File: src/frb_pkg.sv
// Constants, types and lookup functions of the frame rate inquiry bank.
// Assumes a 12-bit byte address space and 32-bit register words.
package frb_pkg;

    // ------------------------------------------------------------
    // Address map
    // ------------------------------------------------------------
    localparam int FRB_ADDR_W = 12;
    localparam logic [FRB_ADDR_W-1:0] FRB_OFF_F1M3 = 12'h22C;
    localparam logic [FRB_ADDR_W-1:0] FRB_OFF_F1M5 = 12'h234;
    localparam logic [FRB_ADDR_W-1:0] FRB_OFF_F1M6 = 12'h238;
    localparam logic [FRB_ADDR_W-1:0] FRB_OFF_F1M7 = 12'h23C;
    localparam logic [FRB_ADDR_W-1:0] FRB_OFF_F2M0 = 12'h240;
    localparam logic [FRB_ADDR_W-1:0] FRB_OFF_F2M2 = 12'h248;
    localparam logic [FRB_ADDR_W-1:0] FRB_OFF_F2M6 = 12'h258;
    localparam logic [FRB_ADDR_W-1:0] FRB_OFF_STAT = 12'h3F8;
    localparam logic [FRB_ADDR_W-1:0] FRB_OFF_CTRL = 12'h3FC;

    // ------------------------------------------------------------
    // Capability bitmaps, bit 0 = 1.875 fps up to bit 7 = 240 fps
    // ------------------------------------------------------------
    localparam logic [7:0] FRB_CAP_F1M3_V0 = 8'h00;
    localparam logic [7:0] FRB_CAP_F1M3_V1 = 8'h0E;
    localparam logic [7:0] FRB_CAP_F1M5 = 8'h0E;
    localparam logic [7:0] FRB_CAP_F1M6 = 8'h0E;
    localparam logic [7:0] FRB_CAP_F1M7 = 8'h0E;
    localparam logic [7:0] FRB_CAP_F2M0_V0 = 8'h00;
    localparam logic [7:0] FRB_CAP_F2M0_V1 = 8'h07;
    localparam logic [7:0] FRB_CAP_F2M2 = 8'h0F;
    localparam logic [7:0] FRB_CAP_F2M6 = 8'h07;

    // ------------------------------------------------------------
    // Own registers and reset values
    // ------------------------------------------------------------
    localparam int FRB_CTRL_STRICT_BIT = 0;
    localparam int FRB_CTRL_CLR_BIT = 1;
    localparam int FRB_STAT_CNT_LSB = 0;
    localparam int FRB_STAT_VAR_BIT = 16;
    localparam int FRB_IGN_CNT_W = 16;
    localparam logic FRB_STRICT_RST = 1'b0;
    localparam logic FRB_RDY_RST = 1'b1;
    localparam logic [1:0] FRB_RESP_OKAY = 2'h0;
    localparam logic [1:0] FRB_RESP_DECERR = 2'h3;

    typedef enum logic [1:0] {FRB_KIND_CAP, FRB_KIND_CTRL, FRB_KIND_STAT, FRB_KIND_NONE}
        frb_kind_type;
    typedef enum logic {FRB_WR_COLLECT, FRB_WR_RESP} frb_wr_state_type;
    typedef enum logic {FRB_RD_IDLE, FRB_RD_RESP} frb_rd_state_type;

    // ------------------------------------------------------------
    // Lookup functions
    // ------------------------------------------------------------
    function automatic frb_kind_type frb_decode(input logic [FRB_ADDR_W-1:0] addr);
        logic [FRB_ADDR_W-1:0] word;
        word = {addr[FRB_ADDR_W-1:2], 2'h0};
        case (word)
            FRB_OFF_F1M3, FRB_OFF_F1M5, FRB_OFF_F1M6, FRB_OFF_F1M7,
            FRB_OFF_F2M0, FRB_OFF_F2M2, FRB_OFF_F2M6: return FRB_KIND_CAP;
            FRB_OFF_CTRL: return FRB_KIND_CTRL;
            FRB_OFF_STAT: return FRB_KIND_STAT;
            default: return FRB_KIND_NONE;
        endcase
    endfunction

    function automatic logic [31:0] frb_caps_value(input logic [FRB_ADDR_W-1:0] addr,
                                                   input logic second);
        logic [FRB_ADDR_W-1:0] word;
        logic [7:0] caps;
        word = {addr[FRB_ADDR_W-1:2], 2'h0};
        case (word)
            FRB_OFF_F1M3: caps = second ? FRB_CAP_F1M3_V1 : FRB_CAP_F1M3_V0; // RULE_03
            FRB_OFF_F1M5: caps = FRB_CAP_F1M5; // RULE_04
            FRB_OFF_F1M6: caps = FRB_CAP_F1M6; // RULE_05
            FRB_OFF_F1M7: caps = FRB_CAP_F1M7; // RULE_06
            FRB_OFF_F2M0: caps = second ? FRB_CAP_F2M0_V1 : FRB_CAP_F2M0_V0; // RULE_07
            FRB_OFF_F2M2: caps = FRB_CAP_F2M2; // RULE_08
            FRB_OFF_F2M6: caps = FRB_CAP_F2M6; // RULE_09
            default: caps = 8'h00;
        endcase
        return {24'h000000, caps}; // RULE_01 RULE_02
    endfunction

endpackage

File: src/frb_lookup_if.sv
// Address lookup carrier between the bank top and its lookup units.
// Assumes the lookup side is purely combinational.
`timescale 1ns/1ns
interface frb_lookup_if;
    import frb_pkg::*;
    logic [FRB_ADDR_W-1:0] addr;
    frb_kind_type kind;
    logic [31:0] caps;
    modport lookup (input addr, output kind, output caps);
    modport user (output addr, input kind, input caps);
endinterface

File: src/frb_cap_lookup.sv
// Address decode and capability table for one access path.
// Assumes the address is stable for the cycle in which it is used.
`timescale 1ns/1ns
module frb_cap_lookup import frb_pkg::*; #(
    parameter logic SECOND_VARIANT = 1'b0
) (
    frb_lookup_if.lookup lk
);

    // ------------------------------------------------------------
    // Decode and table
    // ------------------------------------------------------------
    always_comb begin
        lk.kind = frb_decode(lk.addr);
        lk.caps = frb_caps_value(lk.addr, SECOND_VARIANT); // RULE_01
    end

endmodule

File: src/frb_ignore_counter.sv
// Saturating counter of writes dropped by the read-only bank.
// Assumes increment and clear come from one write path, never together.
`timescale 1ns/1ns
module frb_ignore_counter import frb_pkg::*; #(
    parameter int CNT_W = FRB_IGN_CNT_W
) (
    input wire logic core_clk,
    input wire logic sys_rst,
    input wire logic cnt_clr,
    input wire logic cnt_inc,
    output logic [CNT_W-1:0] cnt_value
);

    logic [CNT_W-1:0] cnt_reg;
    logic [CNT_W-1:0] cnt_next;

    // ------------------------------------------------------------
    // Next count, clear applied first, then increment
    // ------------------------------------------------------------
    always_comb begin
        cnt_next = cnt_reg;
        if (cnt_clr) begin
            cnt_next = '0;
        end
        if (cnt_inc && (cnt_reg != {CNT_W{1'b1}})) begin
            cnt_next = cnt_clr ? CNT_W'(1) : cnt_reg + CNT_W'(1);
        end
    end

    always_ff @(posedge core_clk) begin
        if (sys_rst) begin
            cnt_reg <= '0;
        end else begin
            cnt_reg <= cnt_next;
        end
    end

    assign cnt_value = cnt_reg;

endmodule

File: src/frb_bank_top.sv
// Frame rate inquiry register bank with an AXI4-Lite slave port.
// Assumes one clock, synchronous reset and a 32-bit AXI4-Lite master.
//
// Function
// [RULE_01] Bits 0..7 stand for 1.875, 3.75, 7.5, 15, 30, 60, 120, 240 fps.
// [RULE_02] A one means supported; zero, reserved bits and bits 8..31 read zero.
// [RULE_03] Format 1 mode 3: zero in first variant, bits 1..3 in second.
// [RULE_04] Format 1 mode 5: bits 1..3 set in both variants.
// [RULE_05] Format 1 mode 6: bit 0 reserved, bits 1..3 set, 4..7 clear.
// [RULE_06] Format 1 mode 7: bits 1..3 set, bits 0 and 4..7 clear.
// [RULE_07] Format 2 mode 0: zero in first variant, bits 0..2 in second.
// [RULE_08] Format 2 mode 2: bits 0..3 set, 4..6 clear, bit 7 reserved.
// [RULE_09] Format 2 mode 6: bits 0..2 set, 3..5 clear, 6..7 reserved.
// [RULE_10] Writes to capability registers are dropped and answered without error.
`timescale 1ns/1ns
module frb_bank_top import frb_pkg::*; #(
    parameter logic SECOND_VARIANT = 1'b0,
    parameter int CNT_W = FRB_IGN_CNT_W
) (
    input wire logic core_clk,
    input wire logic sys_rst,
    input wire logic [FRB_ADDR_W-1:0] s_axi_awaddr,
    input wire logic s_axi_awvalid,
    output logic s_axi_awready,
    input wire logic [31:0] s_axi_wdata,
    input wire logic [3:0] s_axi_wstrb,
    input wire logic s_axi_wvalid,
    output logic s_axi_wready,
    output logic [1:0] s_axi_bresp,
    output logic s_axi_bvalid,
    input wire logic s_axi_bready,
    input wire logic [FRB_ADDR_W-1:0] s_axi_araddr,
    input wire logic s_axi_arvalid,
    output logic s_axi_arready,
    output logic [31:0] s_axi_rdata,
    output logic [1:0] s_axi_rresp,
    output logic s_axi_rvalid,
    input wire logic s_axi_rready
);

    // ------------------------------------------------------------
    // Write path state
    // ------------------------------------------------------------
    frb_wr_state_type wr_state_reg;
    frb_wr_state_type wr_state_next;
    logic aw_got_reg;
    logic aw_got_next;
    logic w_got_reg;
    logic w_got_next;
    logic [FRB_ADDR_W-1:0] awaddr_reg;
    logic [FRB_ADDR_W-1:0] awaddr_next;
    logic [31:0] wdata_reg;
    logic [31:0] wdata_next;
    logic [3:0] wstrb_reg;
    logic [3:0] wstrb_next;
    logic awready_reg;
    logic awready_next;
    logic wready_reg;
    logic wready_next;
    logic bvalid_reg;
    logic bvalid_next;
    logic [1:0] bresp_reg;
    logic [1:0] bresp_next;
    logic strict_reg;
    logic strict_next;

    // ------------------------------------------------------------
    // Read path state
    // ------------------------------------------------------------
    frb_rd_state_type rd_state_reg;
    frb_rd_state_type rd_state_next;
    logic arready_reg;
    logic arready_next;
    logic rvalid_reg;
    logic rvalid_next;
    logic [31:0] rdata_reg;
    logic [31:0] rdata_next;
    logic [1:0] rresp_reg;
    logic [1:0] rresp_next;

    // ------------------------------------------------------------
    // Shared signals
    // ------------------------------------------------------------
    logic aw_hs;
    logic w_hs;
    logic ar_hs;
    logic [FRB_ADDR_W-1:0] wr_addr_sel;
    logic [31:0] wr_data_sel;
    logic [3:0] wr_strb_sel;
    logic cnt_clr;
    logic cnt_inc;
    logic [CNT_W-1:0] ign_count;
    logic [31:0] stat_word;
    logic [31:0] ctrl_word;

    frb_lookup_if wr_lk ();
    frb_lookup_if rd_lk ();

    // ------------------------------------------------------------
    // Lookup units and counter
    // ------------------------------------------------------------
    frb_cap_lookup #(
        .SECOND_VARIANT(SECOND_VARIANT)
    ) u_wr_lookup (
        .lk(wr_lk.lookup)
    );

    frb_cap_lookup #(
        .SECOND_VARIANT(SECOND_VARIANT)
    ) u_rd_lookup (
        .lk(rd_lk.lookup)
    );

    frb_ignore_counter #(
        .CNT_W(CNT_W)
    ) u_ign_cnt (
        .core_clk(core_clk),
        .sys_rst(sys_rst),
        .cnt_clr(cnt_clr),
        .cnt_inc(cnt_inc),
        .cnt_value(ign_count)
    );

    // ------------------------------------------------------------
    // Handshakes and operand selection
    // ------------------------------------------------------------
    assign aw_hs = s_axi_awvalid && awready_reg;
    assign w_hs = s_axi_wvalid && wready_reg;
    assign ar_hs = s_axi_arvalid && arready_reg;
    assign wr_addr_sel = aw_hs ? s_axi_awaddr : awaddr_reg;
    assign wr_data_sel = w_hs ? s_axi_wdata : wdata_reg;
    assign wr_strb_sel = w_hs ? s_axi_wstrb : wstrb_reg;
    assign wr_lk.addr = wr_addr_sel;
    assign rd_lk.addr = s_axi_araddr;

    // ------------------------------------------------------------
    // Readable words of own registers
    // ------------------------------------------------------------
    always_comb begin
        stat_word = 32'h00000000;
        stat_word[FRB_STAT_CNT_LSB +: CNT_W] = ign_count;
        stat_word[FRB_STAT_VAR_BIT] = SECOND_VARIANT;
        ctrl_word = 32'h00000000;
        ctrl_word[FRB_CTRL_STRICT_BIT] = strict_reg;
    end

    // ------------------------------------------------------------
    // Write path next state
    // ------------------------------------------------------------
    always_comb begin
        wr_state_next = wr_state_reg;
        aw_got_next = aw_got_reg;
        w_got_next = w_got_reg;
        awaddr_next = awaddr_reg;
        wdata_next = wdata_reg;
        wstrb_next = wstrb_reg;
        awready_next = awready_reg;
        wready_next = wready_reg;
        bvalid_next = bvalid_reg;
        bresp_next = bresp_reg;
        strict_next = strict_reg;
        cnt_clr = 1'b0;
        cnt_inc = 1'b0;
        case (wr_state_reg)
            FRB_WR_COLLECT: begin
                if (aw_hs) begin
                    aw_got_next = 1'b1;
                    awaddr_next = s_axi_awaddr;
                end
                if (w_hs) begin
                    w_got_next = 1'b1;
                    wdata_next = s_axi_wdata;
                    wstrb_next = s_axi_wstrb;
                end
                if (aw_got_next && w_got_next) begin
                    wr_state_next = FRB_WR_RESP;
                    aw_got_next = 1'b0;
                    w_got_next = 1'b0;
                    awready_next = 1'b0;
                    wready_next = 1'b0;
                    bvalid_next = 1'b1;
                    bresp_next = FRB_RESP_OKAY;
                    case (wr_lk.kind)
                        FRB_KIND_CAP: begin
                            cnt_inc = 1'b1; // RULE_10
                        end
                        FRB_KIND_CTRL: begin
                            if (wr_strb_sel[0]) begin
                                strict_next = wr_data_sel[FRB_CTRL_STRICT_BIT];
                                cnt_clr = wr_data_sel[FRB_CTRL_CLR_BIT];
                            end
                        end
                        FRB_KIND_STAT: begin
                            bresp_next = FRB_RESP_OKAY;
                        end
                        default: begin
                            bresp_next = strict_reg ? FRB_RESP_DECERR : FRB_RESP_OKAY;
                        end
                    endcase
                end else begin
                    awready_next = !aw_got_next;
                    wready_next = !w_got_next;
                end
            end
            FRB_WR_RESP: begin
                if (s_axi_bready && bvalid_reg) begin
                    wr_state_next = FRB_WR_COLLECT;
                    bvalid_next = 1'b0;
                    awready_next = 1'b1;
                    wready_next = 1'b1;
                end
            end
            default: begin
                wr_state_next = FRB_WR_COLLECT;
                bvalid_next = 1'b0;
                awready_next = 1'b1;
                wready_next = 1'b1;
            end
        endcase
    end

    // ------------------------------------------------------------
    // Write path registers
    // ------------------------------------------------------------
    always_ff @(posedge core_clk) begin
        if (sys_rst) begin
            wr_state_reg <= FRB_WR_COLLECT;
            aw_got_reg <= 1'b0;
            w_got_reg <= 1'b0;
            awaddr_reg <= '0;
            wdata_reg <= 32'h00000000;
            wstrb_reg <= 4'h0;
            awready_reg <= FRB_RDY_RST;
            wready_reg <= FRB_RDY_RST;
            bvalid_reg <= 1'b0;
            bresp_reg <= FRB_RESP_OKAY;
            strict_reg <= FRB_STRICT_RST;
        end else begin
            wr_state_reg <= wr_state_next;
            aw_got_reg <= aw_got_next;
            w_got_reg <= w_got_next;
            awaddr_reg <= awaddr_next;
            wdata_reg <= wdata_next;
            wstrb_reg <= wstrb_next;
            awready_reg <= awready_next;
            wready_reg <= wready_next;
            bvalid_reg <= bvalid_next;
            bresp_reg <= bresp_next;
            strict_reg <= strict_next;
        end
    end

    // ------------------------------------------------------------
    // Read path next state
    // ------------------------------------------------------------
    always_comb begin
        rd_state_next = rd_state_reg;
        arready_next = arready_reg;
        rvalid_next = rvalid_reg;
        rdata_next = rdata_reg;
        rresp_next = rresp_reg;
        case (rd_state_reg)
            FRB_RD_IDLE: begin
                if (ar_hs) begin
                    rd_state_next = FRB_RD_RESP;
                    arready_next = 1'b0;
                    rvalid_next = 1'b1;
                    rresp_next = FRB_RESP_OKAY;
                    case (rd_lk.kind)
                        FRB_KIND_CAP: begin
                            rdata_next = rd_lk.caps; // RULE_01 RULE_02
                        end
                        FRB_KIND_CTRL: begin
                            rdata_next = ctrl_word;
                        end
                        FRB_KIND_STAT: begin
                            rdata_next = stat_word;
                        end
                        default: begin
                            rdata_next = 32'h00000000;
                            rresp_next = strict_reg ? FRB_RESP_DECERR : FRB_RESP_OKAY;
                        end
                    endcase
                end
            end
            FRB_RD_RESP: begin
                if (s_axi_rready && rvalid_reg) begin
                    rd_state_next = FRB_RD_IDLE;
                    rvalid_next = 1'b0;
                    arready_next = 1'b1;
                end
            end
            default: begin
                rd_state_next = FRB_RD_IDLE;
                rvalid_next = 1'b0;
                arready_next = 1'b1;
            end
        endcase
    end

    // ------------------------------------------------------------
    // Read path registers
    // ------------------------------------------------------------
    always_ff @(posedge core_clk) begin
        if (sys_rst) begin
            rd_state_reg <= FRB_RD_IDLE;
            arready_reg <= FRB_RDY_RST;
            rvalid_reg <= 1'b0;
            rdata_reg <= 32'h00000000;
            rresp_reg <= FRB_RESP_OKAY;
        end else begin
            rd_state_reg <= rd_state_next;
            arready_reg <= arready_next;
            rvalid_reg <= rvalid_next;
            rdata_reg <= rdata_next;
            rresp_reg <= rresp_next;
        end
    end

    // ------------------------------------------------------------
    // Outputs
    // ------------------------------------------------------------
    assign s_axi_awready = awready_reg;
    assign s_axi_wready = wready_reg;
    assign s_axi_bvalid = bvalid_reg;
    assign s_axi_bresp = bresp_reg;
    assign s_axi_arready = arready_reg;
    assign s_axi_rvalid = rvalid_reg;
    assign s_axi_rdata = rdata_reg;
    assign s_axi_rresp = rresp_reg;

endmodule

File: config.mk
export PLATFORM = sky130hd
export DESIGN_NAME = frb_bank_top
export DESIGN_NICKNAME = d
export VERILOG_FILES = /design/src/frb_pkg.sv /design/src/frb_lookup_if.sv /design/src/frb_cap_lookup.sv /design/src/frb_ignore_counter.sv /design/src/frb_bank_top.sv
export SDC_FILE = /design/constraint.sdc
export NUM_CORES = 1
export LEC_CHECK = 0
export ABC_CLOCK_PERIOD_IN_PS = 3700
export CORE_AREA = 5 5 95 97
export DETAILED_ROUTE_END_ITERATION = 10
export DIE_AREA = 0 0 100 102
export DONT_BUFFER_PORTS = 1
export PLACE_DENSITY = 0.7
export SLEW_MARGIN = 5
export SYNTH_ARGS = -nofsm -noshare
export SYNTH_HDL_FRONTEND = slang
export SYNTH_HIERARCHICAL = 1
export SYNTH_SLANG_ARGS = --single-unit
File: constraint.sdc
create_clock -name core_clk -period 3.7 [get_ports core_clk]
set_clock_uncertainty 0.1 [all_clocks]
set_input_delay 0.74 -clock core_clk [delete_from_list [all_inputs] [get_ports core_clk]]
set_output_delay 0.74 -clock core_clk [all_outputs]
set_load 0.005 [all_outputs]
# Word level (Yosys, flattened, before mapping)
# Index checks and enable logic that the tools add are counted.
# W data, S select, Z words.
[classes]
addsub = 1
bitwise_logic = 2
n_reduce_logical = 23
n_eq_ne = 27
mux = 46
[op_table]
columns = ["op", "count"]
rows = [
  ["$eq A10 B8 Y1 const B", 18],
  ["$mux W16", 3],
  ["$pmux W16 S3", 1],
  ["$mux W1", 27],
  ["$add A16 B1 Y16 const B", 1],
  ["$ne A16 B16 Y1 const B", 1],
  ["$pmux W1 S2", 7],
  ["$reduce_or A7 Y1", 2],
  ["$mux W12", 1],
  ["$pmux W2 S3", 2],
  ["$pmux W4 S3", 1],
  ["$reduce_and A2 Y1", 5],
  ["$reduce_or A3 Y1", 3],
  ["$mux W2", 4],
  ["$logic_and A1 B1 Y1", 7],
  ["$eq A2 B1 Y1 const B", 2],
  ["$eq A2 B2 Y1 const B", 2],
  ["$logic_not A2 Y1", 2],
  ["$ne A2 B1 Y1 const B", 2],
  ["$ne A2 B2 Y1 const B", 2],
  ["$reduce_and A4 Y1", 1],
  ["$logic_not A1 Y1", 2],
  ["$not A1 Y1", 2],
  ["$reduce_bool A2 Y1", 1],
]
[totals]
out_inout_bits = 41
regBits = 77
elab_cells = 117
input_bits = 67

# Depth between registers and ports, before layout
[depth]
ltp_word = 11
mapped_depth = 13
depth_no_buf = 12

# Hierarchy
# Netlist, hierarchy kept.
[modules_own_cells]
columns = ["module", "area_each_um2", "cells_each", "n_inst", "seq_area_each_um2"]
rows = [
  ["frb_bank_top", 2570.0, 273, 1, 1181.1],
  ["frb_ignore_counter", 889.6, 102, 1, 320.3],
  ["frb_cap_lookup", 364.1, 53, 2, 0.0],
]

# Least setup slack after synthesis
# No wires, ideal clock.
[synth_timing]
path_type = "input-to-reg"
from = "in s_axi_awvalid"
to = "reg u_ign_cnt.cnt_reg[15] (netlist: u_ign_cnt/cnt_value[15])"
slack_ns = -0.045
t_arrival_ns = 3.512
stages = 12
path_buffers = 2
setup_ns = 0.133
required_ns = 3.467
path_cell_list = "nand2_1 buf_2 mux2_2 maj3_1 a32o_1 a21oi_1 nor3b_1 o211a_1 a21boi_0 or2_2 clkbuf_1 nor3_1"
[synth_via]
elab_chain_cells = 11
word_cells_on_any_way = 28
classes_between = "eq/ne: 10; mux: 12; reduce/logical: 6"
[synth_rtl]
columns = ["element", "line_no", "text"]
rows = [
  ["from (decl)", "frb_bank_top.sv:23", "input wire logic s_axi_awvalid,"],
  ["$logic_and A1 B1 Y1 *", "frb_bank_top.sv:127", "assign aw_hs = s_axi_awvalid && awready_reg;"],
  ["$mux W12 *", "--", ""],
  ["net wr_addr_sel[2]", "frb_bank_top.sv:87", "logic [FRB_ADDR_W-1:0] wr_addr_sel;"],
  ["$eq A10 B8 Y1 (on tied branches)", "--", ""],
  ["$reduce_or A7 Y1", "frb_pkg.sv:56", "case (word)"],
  ["$pmux W2 S3 *", "frb_pkg.sv:56", ""],
  ["net wr_lk.kind[0]", "frb_lookup_if.sv:7", "frb_kind_type kind;"],
  ["$eq A2 B1 Y1 *", "frb_bank_top.sv:183", "case (wr_lk.kind)"],
  ["$mux W1 *", "frb_bank_top.sv:183", ""],
  ["$mux W1 *", "frb_bank_top.sv:175", "if (aw_got_next && w_got_next) begin"],
  ["$mux W1 *", "frb_bank_top.sv:164", "case (wr_state_reg)"],
  ["net cnt_clr", "frb_bank_top.sv:90", "logic cnt_clr;"],
  ["$mux W16", "frb_ignore_counter.sv:26", "cnt_next = cnt_clr ? CNT_W'(1) : cnt_reg + CNT_W'(1);"],
  ["$mux W16", "frb_ignore_counter.sv:25", "if (cnt_inc && (cnt_reg != {CNT_W{1'b1}})) begin"],
  ["to (signal assigned)", "frb_ignore_counter.sv:34", "cnt_reg <= cnt_next;"],
  ["to (decl)", "frb_ignore_counter.sv:14", "logic [CNT_W-1:0] cnt_reg;"],
]
# Mark *: on every way through the listed nets, which the timed path passes. The rest lies on a longest branch. The select of a mux whose other input is x is not followed.
# A chain may end at the register's enable or synchronous reset.

# Final worst setup path
[layout_timing]
from = "in s_axi_awvalid"
to = "reg u_ign_cnt.cnt_reg[14] (netlist: u_ign_cnt/cnt_value[14])"
[layout_via]
elab_chain_cells = 11
word_cells_on_any_way = 28
classes_between = "eq/ne: 10; mux: 12; reduce/logical: 6"
[layout_rtl]
columns = ["element", "line_no", "text"]
rows = [
  ["$logic_and A1 B1 Y1 *", "frb_bank_top.sv:127", ""],
  ["$mux W12 *", "--", ""],
  ["net wr_addr_sel[11]", "frb_bank_top.sv:87", ""],
  ["$eq A10 B8 Y1 (on tied branches)", "--", ""],
  ["$reduce_or A7 Y1", "frb_pkg.sv:56", ""],
  ["$pmux W2 S3 *", "frb_pkg.sv:56", ""],
  ["net wr_lk.kind[1]", "frb_lookup_if.sv:7", ""],
  ["$logic_not A2 Y1 *", "frb_bank_top.sv:183", ""],
  ["$mux W1 *", "frb_bank_top.sv:183", ""],
  ["$mux W1 *", "frb_bank_top.sv:175", ""],
  ["$mux W1 *", "frb_bank_top.sv:164", ""],
  ["net cnt_inc", "frb_bank_top.sv:91", "logic cnt_inc;"],
  ["$logic_and A1 B1 Y1 *", "frb_ignore_counter.sv:25", ""],
  ["$mux W16 / $reduce_bool A2 Y1 (equally long branches)", "--", ""],
]
# Marked as above.

==> metrics <==
Clock Sinks=between 70 and 80; gr ovfl total=0; Hold WC Path Type=register to register; CTS tree=yes; warnings from Yosys=6; DR WL/cell=14.8 µm; CP Data Arrival Time=about 3.6 ns; die width=around 100 µm; final worst-path cycle share=a little over nine tenths; crit path launch type=input pin; Antenna Violating Nets Remaining=0; CTS clk-pin slew, worst paths=~0.070 ns; max reg flops=32; Final setup viols=0; critical path class=input pin to register; initial core utilization=between 40% and 50%; post-route DRC violation count=0; Hold Path Origin=awaddr_reg[9]$_SDFFE_PP0N_; pins over their slew limit=0; max-cap violation count=0; Leak=between 1.5 and 2 nW; final RePlAce weighted congestion=0.837; Worst Path Max Fanout=8; Syn Inst Count=432; Skew-Pair Late Insertion Delay=about 0.34 ns; Max Buffers Root-to-Sink=2; total power=0.00164 W; minimum clock period=~3.5 ns; height of the die=a little over 100 µm; launching point of the worst reg2reg path=s_axi_awready$_SDFFE_PP1P_; Initial DRC Count=175; WL final=about 8.1 mm; final core occ=50.2%; DR vias=3000; post_cts resized=0; critical path capture point type=register; pwr dens=407 nW/µm²; Layout fillers=715; origin of the worst setup path=s_axi_awvalid; status=complete, no violations; n_diodes=0; vias in the first global route=2745; Post-CTS Setup Bufs=0; area of the multi-input gates=approximately 2100 µm²; setup ws final=about 0.21 ns; I/O Buffers=0; Hold Buf Count CTS=0; Num CTS Buffers=9; Slew @ Worst Pin=0.861 ns; dpl hpwl=slightly below 6 mm; Max Clock Freq=0.287 GHz; fin nets=about 500; share of cells above drive strength 1=approximately 14%; pre-CTS WS=-0.144 ns; register area=about 1500 µm²; Syn-to-layout area delta=5.59%; Avg Inst Size Synth=just under 9 µm²; clk root buf=clkbuf_8; Max transition margin=42.1%; number of vias per cell=between 5 and 6; Mapped Area=3830 µm²; core area=~8100 µm²; die area=10200 µm²; I/O Pins=around 110; Tot GR Track Use=about 16%; largest net degree at the start of global routing=48; initial antenna violation count=0; final count of hold timing violations=0; RSZ-0062 raised after global routing=no; first-pass GRT wire length=~13 mm; drt pass-1 iters=4; WP data required=3.82 ns; maximum vdd ir drop=0.159 mV; floorplan row count=33; H-Tree Depth=3
-- where the power goes --
| group | internal [W] | switching, W | leakage (nW) |
|---|---|---|---|
| clock | 0.000349 | 0.000287 | 0.103 |
| sequential | 0.000811 | 0.0000253 | 0.592 |
| combinational | 0.0000780 | 0.0000927 | 0.911 |
| total | 0.00124 | 0.000405 | 1.61 |
-- through the flow --
step                hold slack [ns]  area (µm²)  setup TNS (ns)  instances
floorplan                     0.333        3930               0        459
global placement              0.332        3830          -0.311        527
detailed placement            0.340        3830          -0.708        527
CTS                           0.350        4040               0        543
global route                  0.342        4040               0        543
finish                        0.351        4040               0        543
-- area by class of cell --
type / instances / share of cell area (%)
inverter: 8 / 0.743
timing repair buffer: 16 / 3.28
clock inverter: 4 / 1.27
clock buffer: 12 / 3.84
tap: 105 / 3.25
sequential: 73 / 36.2
multi-input combinational: 325 / 51.4
-- worst max-delay path, stage by stage --
cell	delay [ns]
nand2_1	0.24
mux2_2	0.37
or3b_4	0.41
nor4_1	0.30
a21oi_1	0.12
buf_4	0.16
nor3_1	0.18
buf_4	0.19
nand3_1	0.11
or4_4	0.45
o311ai_2	0.23
o41ai_1	0.11
-- per-layer routing --
metal | up-vias | part of all wire [%] | global-route usage [%]
met3 | 9 | 6.6 | 4.71
met2 | 68 | 49 | 26.4
li1 | 1518 | - | -
met4 | 0 | 1.4 | 5.91
met5 | - | 0 | 0
met1 | 1405 | 43 | 19.3
-- final timing paths --
check	to	cells after the start	slack, ns
hold / removal	awaddr_reg[9]$_SDFFE_PP0N_	2	0.35
setup reg to reg	u_ign_cnt/cnt_value[14]$_SDFFE_PP0P_	13	0.26
hold reg to reg	awaddr_reg[9]$_SDFFE_PP0N_	2	0.35
setup / recovery	u_ign_cnt/cnt_value[14]$_SDFFE_PP0P_	12	0.21
-- placed cells by master (no fill, tap or decap), drive strengths merged, types with 2 or more instances in the layout --
| master | n |
|---|---|
| dfxtp | 73 |
| nand2 | 54 |
| a21oi | 49 |
| conb | 28 |
| mux2i | 21 |
| or3 | 21 |
| a22o | 16 |
| nor2 | 16 |
| buf | 16 |
| nand3 | 13 |
| clkbuf | 12 |
| mux2 | 10 |
| nor3 | 10 |
| inv | 8 |
| o21ai | 8 |
| nor4 | 7 |
| or4 | 6 |
| nand4 | 6 |
| a31oi | 5 |
| nand3b | 5 |
| nor3b | 4 |
| and3 | 4 |
| and3b | 3 |
| o31ai | 3 |
| o21bai | 3 |
| nor2b | 3 |
| nand2b | 3 |
| a21boi | 2 |
| o41ai | 2 |
| or3b | 2 |
| maj3 | 2 |
| a32o | 2 |
| a21o | 2 |
| clkinv | 2 |
| o311ai | 2 |
Power figures use the tool's default switching activity.
